==> src/shared/mbio_pkg.sv <==
// Constants and types of the multiplexed bus and I/O port block
package mbio_pkg;
	// ==========================================================
	// Bus cycle timing
	localparam int OSC_DIV = 5;
	localparam int SYS_CLK_MHZ = 250;
	localparam int AS_HIGH_MIN_NS = 175;
	localparam int AS_TO_DS_MIN_NS = 160;
	localparam int AS_HIGH_CYC =
		(AS_HIGH_MIN_NS * SYS_CLK_MHZ + 999) / 1000;
	localparam int AS_TO_DS_CYC =
		(AS_TO_DS_MIN_NS * SYS_CLK_MHZ + 999) / 1000;
	// Phase of osc_in count 0..4 for each strobe
	localparam logic [2:0] PH_AS = 3'h0;
	localparam logic [2:0] PH_GAP = 3'h1;
	localparam logic [2:0] PH_DS0 = 3'h2;
	localparam logic [2:0] PH_DS1 = 3'h3;
	localparam logic [2:0] PH_LAST = 3'h4;
	// ==========================================================
	// Internal map: on-chip port locations
	localparam logic [15:0] ADDR_PORT_A = 16'h0000;
	localparam logic [15:0] ADDR_PORT_B = 16'h0001;
	localparam logic [15:0] ADDR_DIR_A = 16'h0004;
	localparam logic [15:0] ADDR_DIR_B = 16'h0005;
	localparam logic [7:0] DIR_RESET = 8'h00;
	// ==========================================================
	// Bus cycle states, one-hot
	typedef enum logic [3:0] {
		MBIO_IDLE = 4'h1,
		MBIO_ADDR = 4'h2,
		MBIO_GAP = 4'h4,
		MBIO_DATA = 4'h8
	} mbio_state_t;
endpackage : mbio_pkg

==> src/verilog/mbio_top.sv <==
// Multiplexed bus interface with two bidirectional ports
// Functional notes
// [RULE_01] Bus cycle is oscillator divided by five
// [RULE_02] Outside latches low address on strobe fall
// [RULE_03] Address strobe once per cycle unless halted
// [RULE_04] Data strobe every cycle, internal included; here halted cycles get no data strobe
// [RULE_05] Read/write high on reads, rests high
// [RULE_06] Shared bus: address then data phase
// [RULE_07] Upper address lines held whole cycle
// [RULE_08] Peripherals tolerate redundant opcode reads
// [RULE_09] Address strobe high; strobe spacing minimum
// [RULE_10] Interrupt taken only at instruction end
// [RULE_11] Catch both level and pulse requests
// [RULE_12] Pulse sources space by routine plus twenty
// [RULE_13] Fetch flag with strobe, low in interrupts
// [RULE_14] Direction bit one drives, zero inputs
// [RULE_15] Output value latched and read back
// [RULE_16] Input reads return live pin level
// [RULE_17] Reset clears direction, keeps latches
// [RULE_18] Direction register readable and writable
// [RULE_19] Second port identical to the first
// [RULE_20] Writes to input pins update latch
// [RULE_21] On-chip accesses repeated on external bus
// [RULE_22] Address strobe precedes data strobe
module mbio_top #(
	parameter int HI_W = 8
) (
	input wire logic sys_clk,
	input wire logic rst_n,
	input wire logic osc_in,
	input wire logic halt,
	input wire logic req_valid,
	input wire logic req_write,
	input wire logic req_fetch,
	input wire logic req_in_irq,
	input wire logic [HI_W+7:0] req_addr,
	input wire logic [7:0] req_wdata,
	output logic req_ready,
	output logic [7:0] rsp_rdata,
	output logic rsp_valid,
	input wire logic irq_n,
	input wire logic mask_i,
	input wire logic insn_end,
	input wire logic irq_taken,
	output logic irq_start,
	output logic addr_strobe,
	output logic data_strobe,
	output logic rd_wr,
	output logic opcode_fetch_flag,
	output logic [HI_W-1:0] upper_addr_lines,
	input wire logic [7:0] bus_in,
	output logic [7:0] bus_out,
	output logic [7:0] bus_oe_n,
	input wire logic [7:0] port_first_pins_in,
	output logic [7:0] port_first_pins_out,
	output logic [7:0] port_first_pins_oe_n,
	input wire logic [7:0] port_second_pins_in,
	output logic [7:0] port_second_pins_out,
	output logic [7:0] port_second_pins_oe_n
);
	typedef mbio_pkg::mbio_state_t mbio_st_t;

	// Match for on-chip port locations
	function automatic logic hit(input logic [HI_W+7:0] a,
		input logic [15:0] loc);
		hit = (a == (HI_W+8)'(loc));
	endfunction : hit

	// ==========================================================
	// Oscillator edge detect and divide-by-five
	logic osc_q, osc_d;
	logic [2:0] ph_q, ph_d;
	logic osc_rise;
	mbio_st_t st_q, st_d;
	logic as_q, as_d, ds_q, ds_d, rw_q, rw_d, lf_q, lf_d;
	logic [7:0] bo_q, bo_d, oe_q, oe_d, rd_q, rd_d;
	logic [HI_W-1:0] hi_q, hi_d;
	logic [HI_W+7:0] a_q, a_d;
	logic wr_q, wr_d, rv_q, rv_d;
	logic [7:0] wd_q, wd_d;
	logic int_q, int_d;
	logic [7:0] pa_rd, pb_rd, pa_dir, pb_dir;
	logic pa_wr, pb_wr, pa_dw, pb_dw, commit;

	assign osc_rise = osc_in & ~osc_q;
	// No request is taken while halted: the cycle would never run
	assign req_ready = osc_rise && (ph_q == mbio_pkg::PH_LAST) && !halt;
	// Write lands in the on-chip location mid data strobe, on the PH_DS1 oscillator edge
	assign commit = osc_rise && (ph_q == mbio_pkg::PH_DS1) && wr_q;
	assign pa_wr = commit & hit(a_q, mbio_pkg::ADDR_PORT_A);
	assign pb_wr = commit & hit(a_q, mbio_pkg::ADDR_PORT_B);
	assign pa_dw = commit & hit(a_q, mbio_pkg::ADDR_DIR_A);
	assign pb_dw = commit & hit(a_q, mbio_pkg::ADDR_DIR_B);

	always_comb begin
		osc_d = osc_in;
		ph_d = ph_q;
		if (osc_rise) begin
			// Five oscillator edges per bus cycle
			ph_d = (ph_q == mbio_pkg::PH_LAST) ? mbio_pkg::PH_AS
				: 3'(ph_q + 3'h1); // [RULE_01]
		end
	end

	// ==========================================================
	// Bus cycle sequencer
	always_comb begin
		st_d = st_q;
		as_d = as_q;
		ds_d = ds_q;
		rw_d = rw_q;
		lf_d = lf_q;
		bo_d = bo_q;
		oe_d = oe_q;
		hi_d = hi_q;
		a_d = a_q;
		wr_d = wr_q;
		wd_d = wd_q;
		int_d = int_q;
		rd_d = rd_q;
		rv_d = 1'b0;
		if (osc_rise) begin
			case (ph_q)
				mbio_pkg::PH_LAST: begin
					ds_d = 1'b0;
					oe_d = 8'hFF;
					if (halt) begin
						st_d = mbio_pkg::MBIO_IDLE; // [RULE_03]
						rw_d = 1'b1; // [RULE_05]
						lf_d = 1'b0;
					end else begin
						st_d = mbio_pkg::MBIO_ADDR;
						as_d = 1'b1; // [RULE_03]
						a_d = req_valid ? req_addr : a_q;
						wr_d = req_valid & req_write;
						wd_d = req_wdata;
						int_d = req_valid & req_in_irq;
						rw_d = ~(req_valid & req_write); // [RULE_05]
						hi_d = req_addr[HI_W+7:8]; // [RULE_07]
						bo_d = req_addr[7:0]; // [RULE_06]
						oe_d = 8'h00;
						// Fetch flag held low during interrupt stacking
						lf_d = req_valid & req_fetch & ~req_in_irq; // [RULE_13]
					end
				end
				mbio_pkg::PH_AS: begin
					// Halted cycles stay idle, so no data strobe follows
					if (st_q == mbio_pkg::MBIO_ADDR) begin
						st_d = mbio_pkg::MBIO_GAP; // [RULE_04]
					end
				end
				mbio_pkg::PH_GAP: begin
					as_d = 1'b0; // [RULE_09]
					if (st_q == mbio_pkg::MBIO_GAP) begin
						st_d = mbio_pkg::MBIO_DATA;
						// Internal reads also go out; bus is released anyway
						bo_d = wd_q; // [RULE_21]
						oe_d = wr_q ? 8'h00 : 8'hFF; // [RULE_06]
					end
				end
				mbio_pkg::PH_DS0: begin
					ds_d = (st_q == mbio_pkg::MBIO_DATA); // [RULE_04] [RULE_22]
				end
				mbio_pkg::PH_DS1: begin
					if (st_q == mbio_pkg::MBIO_DATA) begin
						rv_d = 1'b1;
						// Internal locations override external read data
						if (hit(a_q, mbio_pkg::ADDR_PORT_A)) begin
							rd_d = pa_rd; // [RULE_21]
						end else if (hit(a_q, mbio_pkg::ADDR_PORT_B)) begin
							rd_d = pb_rd;
						end else if (hit(a_q, mbio_pkg::ADDR_DIR_A)) begin
							rd_d = pa_dir;
						end else if (hit(a_q, mbio_pkg::ADDR_DIR_B)) begin
							rd_d = pb_dir;
						end else begin
							rd_d = bus_in;
						end
					end
				end
				default: begin
					st_d = mbio_pkg::MBIO_IDLE;
				end
			endcase
		end
	end

	always_ff @(posedge sys_clk or negedge rst_n) begin
		if (!rst_n) begin
			osc_q <= 1'b0;
			ph_q <= mbio_pkg::PH_AS;
			st_q <= mbio_pkg::MBIO_IDLE;
			as_q <= 1'b0;
			ds_q <= 1'b0;
			rw_q <= 1'b1;
			lf_q <= 1'b0;
			bo_q <= 8'h00;
			oe_q <= 8'hFF;
			hi_q <= '0;
			a_q <= '0;
			wr_q <= 1'b0;
			wd_q <= 8'h00;
			int_q <= 1'b0;
			rd_q <= 8'h00;
			rv_q <= 1'b0;
		end else begin
			osc_q <= osc_d;
			ph_q <= ph_d;
			st_q <= st_d;
			as_q <= as_d;
			ds_q <= ds_d;
			rw_q <= rw_d;
			lf_q <= lf_d;
			bo_q <= bo_d;
			oe_q <= oe_d;
			hi_q <= hi_d;
			a_q <= a_d;
			wr_q <= wr_d;
			wd_q <= wd_d;
			int_q <= int_d;
			rd_q <= rd_d;
			rv_q <= rv_d;
		end
	end

	always_comb begin
		addr_strobe = as_q;
		data_strobe = ds_q;
		rd_wr = rw_q;
		opcode_fetch_flag = lf_q;
		upper_addr_lines = hi_q;
		bus_out = bo_q;
		bus_oe_n = oe_q;
		rsp_rdata = rd_q;
		rsp_valid = rv_q;
	end

	// ==========================================================
	// Ports A and B
	mbio_port #(.WIDTH(8)) u_port_a (
		.sys_clk(sys_clk),
		.rst_n(rst_n),
		.wr_data(pa_wr),
		.wr_dir(pa_dw),
		.wdata(wd_q),
		.pin_in(port_first_pins_in),
		.pin_out(port_first_pins_out),
		.pin_oe_n(port_first_pins_oe_n),
		.rd_data(pa_rd),
		.rd_dir(pa_dir)
	);

	mbio_port #(.WIDTH(8)) u_port_b ( // [RULE_19]
		.sys_clk(sys_clk),
		.rst_n(rst_n),
		.wr_data(pb_wr),
		.wr_dir(pb_dw),
		.wdata(wd_q),
		.pin_in(port_second_pins_in),
		.pin_out(port_second_pins_out),
		.pin_oe_n(port_second_pins_oe_n),
		.rd_data(pb_rd),
		.rd_dir(pb_dir)
	);

	mbio_irq u_irq (
		.sys_clk(sys_clk),
		.rst_n(rst_n),
		.irq_n(irq_n),
		.mask_i(mask_i),
		.insn_end(insn_end),
		.irq_taken(irq_taken),
		.irq_start(irq_start)
	);

	// ==========================================================
	// Checks
	a_as_no_ds: assert property (@(posedge sys_clk) // [RULE_22]
		disable iff (!rst_n) !(addr_strobe && data_strobe))
		else $error("strobes overlap");
	a_ds_phase: assert property (@(posedge sys_clk) // [RULE_04]
		disable iff (!rst_n) $rose(data_strobe) |-> (ph_q == mbio_pkg::PH_DS1))
		else $error("data strobe off phase");
	a_as_high: assert property (@(posedge sys_clk) // [RULE_09]
		disable iff (!rst_n) $rose(addr_strobe) |=> addr_strobe [*8])
		else $error("address strobe too short");
	a_rw_rest: assert property (@(posedge sys_clk) // [RULE_05]
		disable iff (!rst_n) (st_q == mbio_pkg::MBIO_IDLE) |-> rd_wr)
		else $error("read/write not resting high");
	a_bus_read: assert property (@(posedge sys_clk) // [RULE_06]
		disable iff (!rst_n) (data_strobe && rd_wr) |-> (bus_oe_n == 8'hFF))
		else $error("bus driven during read");
	a_hi_hold: assert property (@(posedge sys_clk) // [RULE_07]
		disable iff (!rst_n)
		(ph_q != mbio_pkg::PH_AS && $changed(ph_q)) |-> $stable(upper_addr_lines))
		else $error("upper address moved mid cycle");
	a_lf_irq: assert property (@(posedge sys_clk) // [RULE_13]
		disable iff (!rst_n) int_q |-> !opcode_fetch_flag)
		else $error("fetch flag high in interrupt");
	a_div5: assert property (@(posedge sys_clk) // [RULE_01]
		disable iff (!rst_n) ph_q <= mbio_pkg::PH_LAST)
		else $error("phase count out of range");
endmodule : mbio_top

==> src/verilog/mbio_port.sv <==
// One eight-pin bidirectional port with direction register and latch
module mbio_port #(
	parameter int WIDTH = 8
) (
	input wire logic sys_clk,
	input wire logic rst_n,
	input wire logic wr_data,
	input wire logic wr_dir,
	input wire logic [WIDTH-1:0] wdata,
	input wire logic [WIDTH-1:0] pin_in,
	output logic [WIDTH-1:0] pin_out,
	output logic [WIDTH-1:0] pin_oe_n,
	output logic [WIDTH-1:0] rd_data,
	output logic [WIDTH-1:0] rd_dir
);
	logic [WIDTH-1:0] dir_q, dir_d;
	logic [WIDTH-1:0] latch_q, latch_d;

	// ==========================================================
	// Next state
	always_comb begin
		dir_d = wr_dir ? wdata : dir_q; // [RULE_18]
		latch_d = wr_data ? wdata : latch_q; // [RULE_20]
	end

	// Direction clears on reset; latch keeps contents
	always_ff @(posedge sys_clk or negedge rst_n) begin
		if (!rst_n) begin
			dir_q <= WIDTH'(mbio_pkg::DIR_RESET); // [RULE_17]
		end else begin
			dir_q <= dir_d;
		end
	end

	always_ff @(posedge sys_clk) begin
		latch_q <= latch_d; // [RULE_15]
	end

	// ==========================================================
	// Pin drive and readback mix
	always_comb begin
		pin_out = latch_q;
		pin_oe_n = ~dir_q; // [RULE_14]
		rd_dir = dir_q;
		// Live pin for inputs, latch for outputs
		rd_data = (dir_q & latch_q) | (~dir_q & pin_in); // [RULE_16]
	end

	a_dir_drive: assert property (@(posedge sys_clk) // [RULE_14]
		disable iff (!rst_n) pin_oe_n == ~dir_q)
		else $error("pin enable not tied to direction");
	a_write_lat: assert property (@(posedge sys_clk) // [RULE_15]
		disable iff (!rst_n) wr_data |=> (latch_q == $past(wdata)))
		else $error("latch missed a write");
	a_in_live: assert property (@(posedge sys_clk) // [RULE_16]
		disable iff (!rst_n) (dir_q == '0) |-> (rd_data == pin_in))
		else $error("input read not live");
	a_dir_wr: assert property (@(posedge sys_clk) // [RULE_18]
		disable iff (!rst_n) wr_dir |=> (rd_dir == $past(wdata)))
		else $error("direction readback wrong");
endmodule : mbio_port

==> src/verilog/mbio_irq.sv <==
// Interrupt request catcher for level and short pulse requests
module mbio_irq (
	input wire logic sys_clk,
	input wire logic rst_n,
	input wire logic irq_n,
	input wire logic mask_i,
	input wire logic insn_end,
	input wire logic irq_taken,
	output logic irq_start
);
	logic irq_prev_q, irq_prev_d;
	logic edge_q, edge_d;

	// ==========================================================
	// Falling edge latch plus live level
	always_comb begin
		irq_prev_d = irq_n;
		// Set wins over the clear by service start
		edge_d = (irq_prev_q & ~irq_n) | (edge_q & ~irq_taken); // [RULE_11]
		irq_start = insn_end & ~mask_i & (edge_q | ~irq_n); // [RULE_10]
	end

	always_ff @(posedge sys_clk or negedge rst_n) begin
		if (!rst_n) begin
			irq_prev_q <= 1'b1;
			edge_q <= 1'b0;
		end else begin
			irq_prev_q <= irq_prev_d;
			edge_q <= edge_d;
		end
	end

	a_irq_wait: assert property (@(posedge sys_clk) // [RULE_10]
		disable iff (!rst_n) irq_start |-> (insn_end && !mask_i))
		else $error("interrupt started mid instruction");
	// The set wins even when a clear arrives in the same cycle
	a_pulse_kept: assert property (@(posedge sys_clk) // [RULE_11]
		disable iff (!rst_n) (irq_prev_q && !irq_n) |=> edge_q)
		else $error("short request pulse lost");
endmodule : mbio_irq

==> config.mk <==
export PLATFORM = sky130hd
export DESIGN_NAME = mbio_top
export DESIGN_NICKNAME = d
export VERILOG_FILES = /design/src/shared/mbio_pkg.sv /design/src/verilog/mbio_top.sv /design/src/verilog/mbio_port.sv /design/src/verilog/mbio_irq.sv
export SDC_FILE = /design/constraint.sdc
export NUM_CORES = 1
export LEC_CHECK = 0
export BUFFER_PORTS_ARGS = -buffer_cell sky130_fd_sc_hd__buf_2
export CAP_MARGIN = 15
export CORE_ASPECT_RATIO = 1.1
export CORE_MARGIN = 2
export CORE_UTILIZATION = 56
export DETAILED_ROUTE_END_ITERATION = 6
export PLACE_DENSITY = 0.95
export REMOVE_ABC_BUFFERS = 1
export SETUP_SLACK_MARGIN = 0.3
export SLEW_MARGIN = 20
export SYNTH_ARGS = -nofsm -noshare
export SYNTH_HDL_FRONTEND = slang
export SYNTH_SLANG_ARGS = --single-unit
==> constraint.sdc <==
create_clock -name sys_clk -period 4.15 [get_ports sys_clk]
set_clock_uncertainty 0.2 [all_clocks]
set_input_delay 0.83 -clock sys_clk [delete_from_list [all_inputs] [get_ports sys_clk]]
set_output_delay 0.83 -clock sys_clk [all_outputs]
set_load 0.05 [all_outputs]
==> impl_metrics.yaml <==
outcome:
  status: "finished, final reports clean"
yosys:
  ys_ff_latch: 97
  synth_edf_count: 16
  yosys.area_share.xor_xnor_pct: 0
  synth.most_common_cell: "dfrtp_1"
  ys.flop_type: "dfrtp_1"
  synth_area_um2: 4430
  synth_top_family_by_area: "simple AND/OR/NAND/NOR gates"
  ys_async_sr_fraction_pct: 83.5
  muxShareOfSynthArea_pct: 10.8
  synth_cell_types: 50
  ys_seq_area_share_pct: 56.8
  netlist.area_leader.share_pct: 43.5
  yosys-top-cells-count: "dfrtp_1, nand2_1, mux2_1, inv_1, o21ai_1"
  netlist_instances: 398
  yosys.area_share.simple_pct: 13.4
  netlist_top_cells_area: "dfrtp_1, edfxtp_1, mux2_1"
  synth_top_area_cell: "dfrtp_1"
  syn_area_per_cell_um2: 11.1
  synth-compound-area-share_pct: 12.7
  synthAdderAreaFrac_pct: 1.41
  synth_warnings: 0
clocking:
  cts_setup_buffers: 0
  cts_tree: "built"
  cts_hold_buf: 0
  clk_pin_slew_ns: 0.09
  htree_levels: 3
  cts.sinks: 97
  clk_latency_ns: 0.36
  cts-root-buf: "clkbuf_8"
  ctsResizeCount: 0
  cts_buffers: 9
  clock_path_buffers: 2
floorplanning:
  num_io_pins: 131
  fp.dieW_um: 88.8
  initial_core_util_pct: 56.8
  dieArea_um2: 8630
  die_y_um: 97.2
  rows: 34
  coreArea_um2: 7780
worst_setup_path:
  worst-setup-path-type: "flip-flop to output port"
  critPathBufInv: 2
  crit_start: "ph_q[0]$_DFFE_PN0N_"
  crit_path_cell_trace: "inv_1, ha_1, nand2_1, nor3_4, buf_2"
  slowest_delay_ns: 0.44
  startpoint_type: "flip-flop"
  r2r_end: "u_port_a.pin_out[6]$_DFFE_PP_"
  cp_top_family: "simple AND/OR/NAND/NOR gates"
  cp.required_ns: 3.12
  crit_slowest_cell: "dfrtp_1"
  worstRegToRegCells: 3
  rrSetupSlack_ns: 1.27
  setup.worst_path.end: "req_ready"
  critical_path_depth: 5
  reg2reg_from: "a_q[12]$_DFFE_PN0P_"
  worstPathArrival_ns: 2.03
  endpoint_kind: "output port"
  worstPathMaxFanout: 7
worst_hold_path:
  hold_class: "flip-flop to flip-flop"
timing:
  max_freq_mhz: 327
  layout_setup_ws_ns: 1.09
  setup_viol: 0
  period_minus_slack_ns: 3.06
  final_max_slew_viol_count: 0
  worstMarginPinSlew_ns: 1.04
  finalHoldViolCount: 0
  rsz0062_at_grt: "false"
  tns_ns: 0
  max_slew_margin_pct: 30.7
  fin_crit_sh_pct: 73.7
grt:
  grt_max_degree: 82
  grt_pass1_vias: 3454
  grt_pass1_wl_um: 16500
  overflow: 0
  grt_usage_pct: 24.9
  antenna_found_initial: 0
routing:
  viasPerCell: 5.52
  dr.pass1.iters: 4
  final_antenna_net_count: 0
  drtIter0Drc: 186
  num_vias: 3470
  wl_per_cell_um: 16.3
  routed_wl_um: 10200
  drc: 0
layout:
  layout.nets: 581
  area.growth.synth_to_final_pct: 20.2
  drive_above_1_share_pct: 33.2
  fillCellCount: 592
  final_util_pct: 68.3
  n_antenna_cell: 0
pwr:
  vdd_drop_max_uv: 503
  p_total_mw: 3.53
  leakage_nw: 2.57
  p_per_area_nw_per_um2: 663
placement:
  portBuffers: 130
  gp_congestion: 0.811
  pre_cts_slack_ns: 0.882
  dp_hpwl_um: 7470
flow_run:
  maxCapViolCount: 0
final cells by class:
type	count	area [um^2]	area share, %
Clock buffer	13	159	2.99
Clock inverter	3	40.0	0.753
Inverter	26	97.6	1.83
Multi-Input combinational cell	251	1710	32.2
Sequential cell	97	2510	47.2
Tap cell	108	135	2.54
Timing Repair Buffer	131	664	12.5
how the worst min path moves through the flow:
stage	slack, ns	cells after the start	endpoint	start
2_1_floorplan	0.26	1	a_q[13]$_DFFE_PN0P_	a_q[13]$_DFFE_PN0P_
3_3_place_gp	0.25	2	rsp_rdata[2]$_DFFE_PN0P_	rsp_rdata[2]$_DFFE_PN0P_
3_5_place_dp	0.27	1	upper_addr_lines[2]$_DFFE_PN0P_	upper_addr_lines[2]$_DFFE_PN0P_
4_1_cts	0.29	1	upper_addr_lines[2]$_DFFE_PN0P_	upper_addr_lines[2]$_DFFE_PN0P_
5_1_grt	0.31	1	upper_addr_lines[7]$_DFFE_PN0P_	upper_addr_lines[7]$_DFFE_PN0P_
6_report	0.28	1	upper_addr_lines[2]$_DFFE_PN0P_	upper_addr_lines[2]$_DFFE_PN0P_
power breakdown:
group | total [mW] | switching [mW] | internal [mW] | leakage [nW]
registers | 1.52 | 0.275 | 1.25 | 1.11
logic | 1.39 | 0.972 | 0.416 | 1.36
clock network | 0.617 | 0.307 | 0.311 | 0.103
total | 3.53 | 1.55 | 1.97 | 2.57
through the flow:
step                std cells  cell area, um^2  hold WS [ns]
floorplan                 374             4300         0.265
finish                    629             5320         0.285
global route              629             5320         0.311
detailed placement        613             5120         0.270
CTS                       629             5320         0.288
global placement          613             5120         0.249
logic make-up (layout without fill, tap and decap cells):
kind of cell	count (synthesis)	count (layout)
buffers and inverters	50	173
AOI/OAI and AO/OA	88	88
and+or+nand+nor	116	116
muxes	42	42
DFF	97	97
adders and majority gates	5	5
per-layer routing:
metal	share of wire (%)	up-vias	GRT usage (%)
met5	0	-	0
met4	0.86	0	8.51
met3	6.7	6	6.29
met2	51	140	41.0
met1	41	1687	31.5
li1	-	1637	-
state kept, by name (all words and copies together), names as in the netlist, 8 cells and up:
register          cells
rsp_rdata             8
u_port_a.pin_out      8
upper_addr_lines      8
u_port_a.rd_dir       8
u_port_b.rd_dir       8
bus_out               8
u_port_b.pin_out      8
a_q                  16
wd_q                  8
placed cells by master, fill, tap and decap left out, types with 2 or more instances in the layout:
master | netlist | routed
o21ai_1 | 18 | 18
a31oi_1 | 7 | 7
a311o_1 | 3 | 3
nand3_1 | 6 | 6
buf_2 | 5 | 129
o21ai_0 | 17 | 17
a32oi_1 | 3 | 3
o21a_1 | 2 | 2
nor4_2 | 3 | 4
o22ai_1 | 3 | 3
dfrtp_1 | 77 | 77
ha_1 | 5 | 5
nor3_1 | 8 | 8
dfstp_2 | 4 | 4
o211ai_1 | 4 | 4
nand2b_1 | 2 | 2
o31ai_1 | 3 | 3
nor2b_1 | 11 | 11
inv_1 | 24 | 24
clkbuf_1 | 11 | 2
edfxtp_1 | 16 | 16
a21oi_1 | 12 | 12
o41ai_1 | 4 | 4
nand2_1 | 63 | 63
nor2_1 | 8 | 8
clkbuf_8 | 0 | 11
clkinv_2 | 0 | 2
a211oi_1 | 8 | 8
mux2_1 | 32 | 32
inv_2 | 2 | 2
mux2_2 | 9 | 9
worst reg2reg max path: stages (launching register included):
cell and delay, ns:
dfrtp_1 0.39, nor4_2 0.40, nand4_2 0.53, nor4_2 0.99
(Power assumes the default switching activity.)
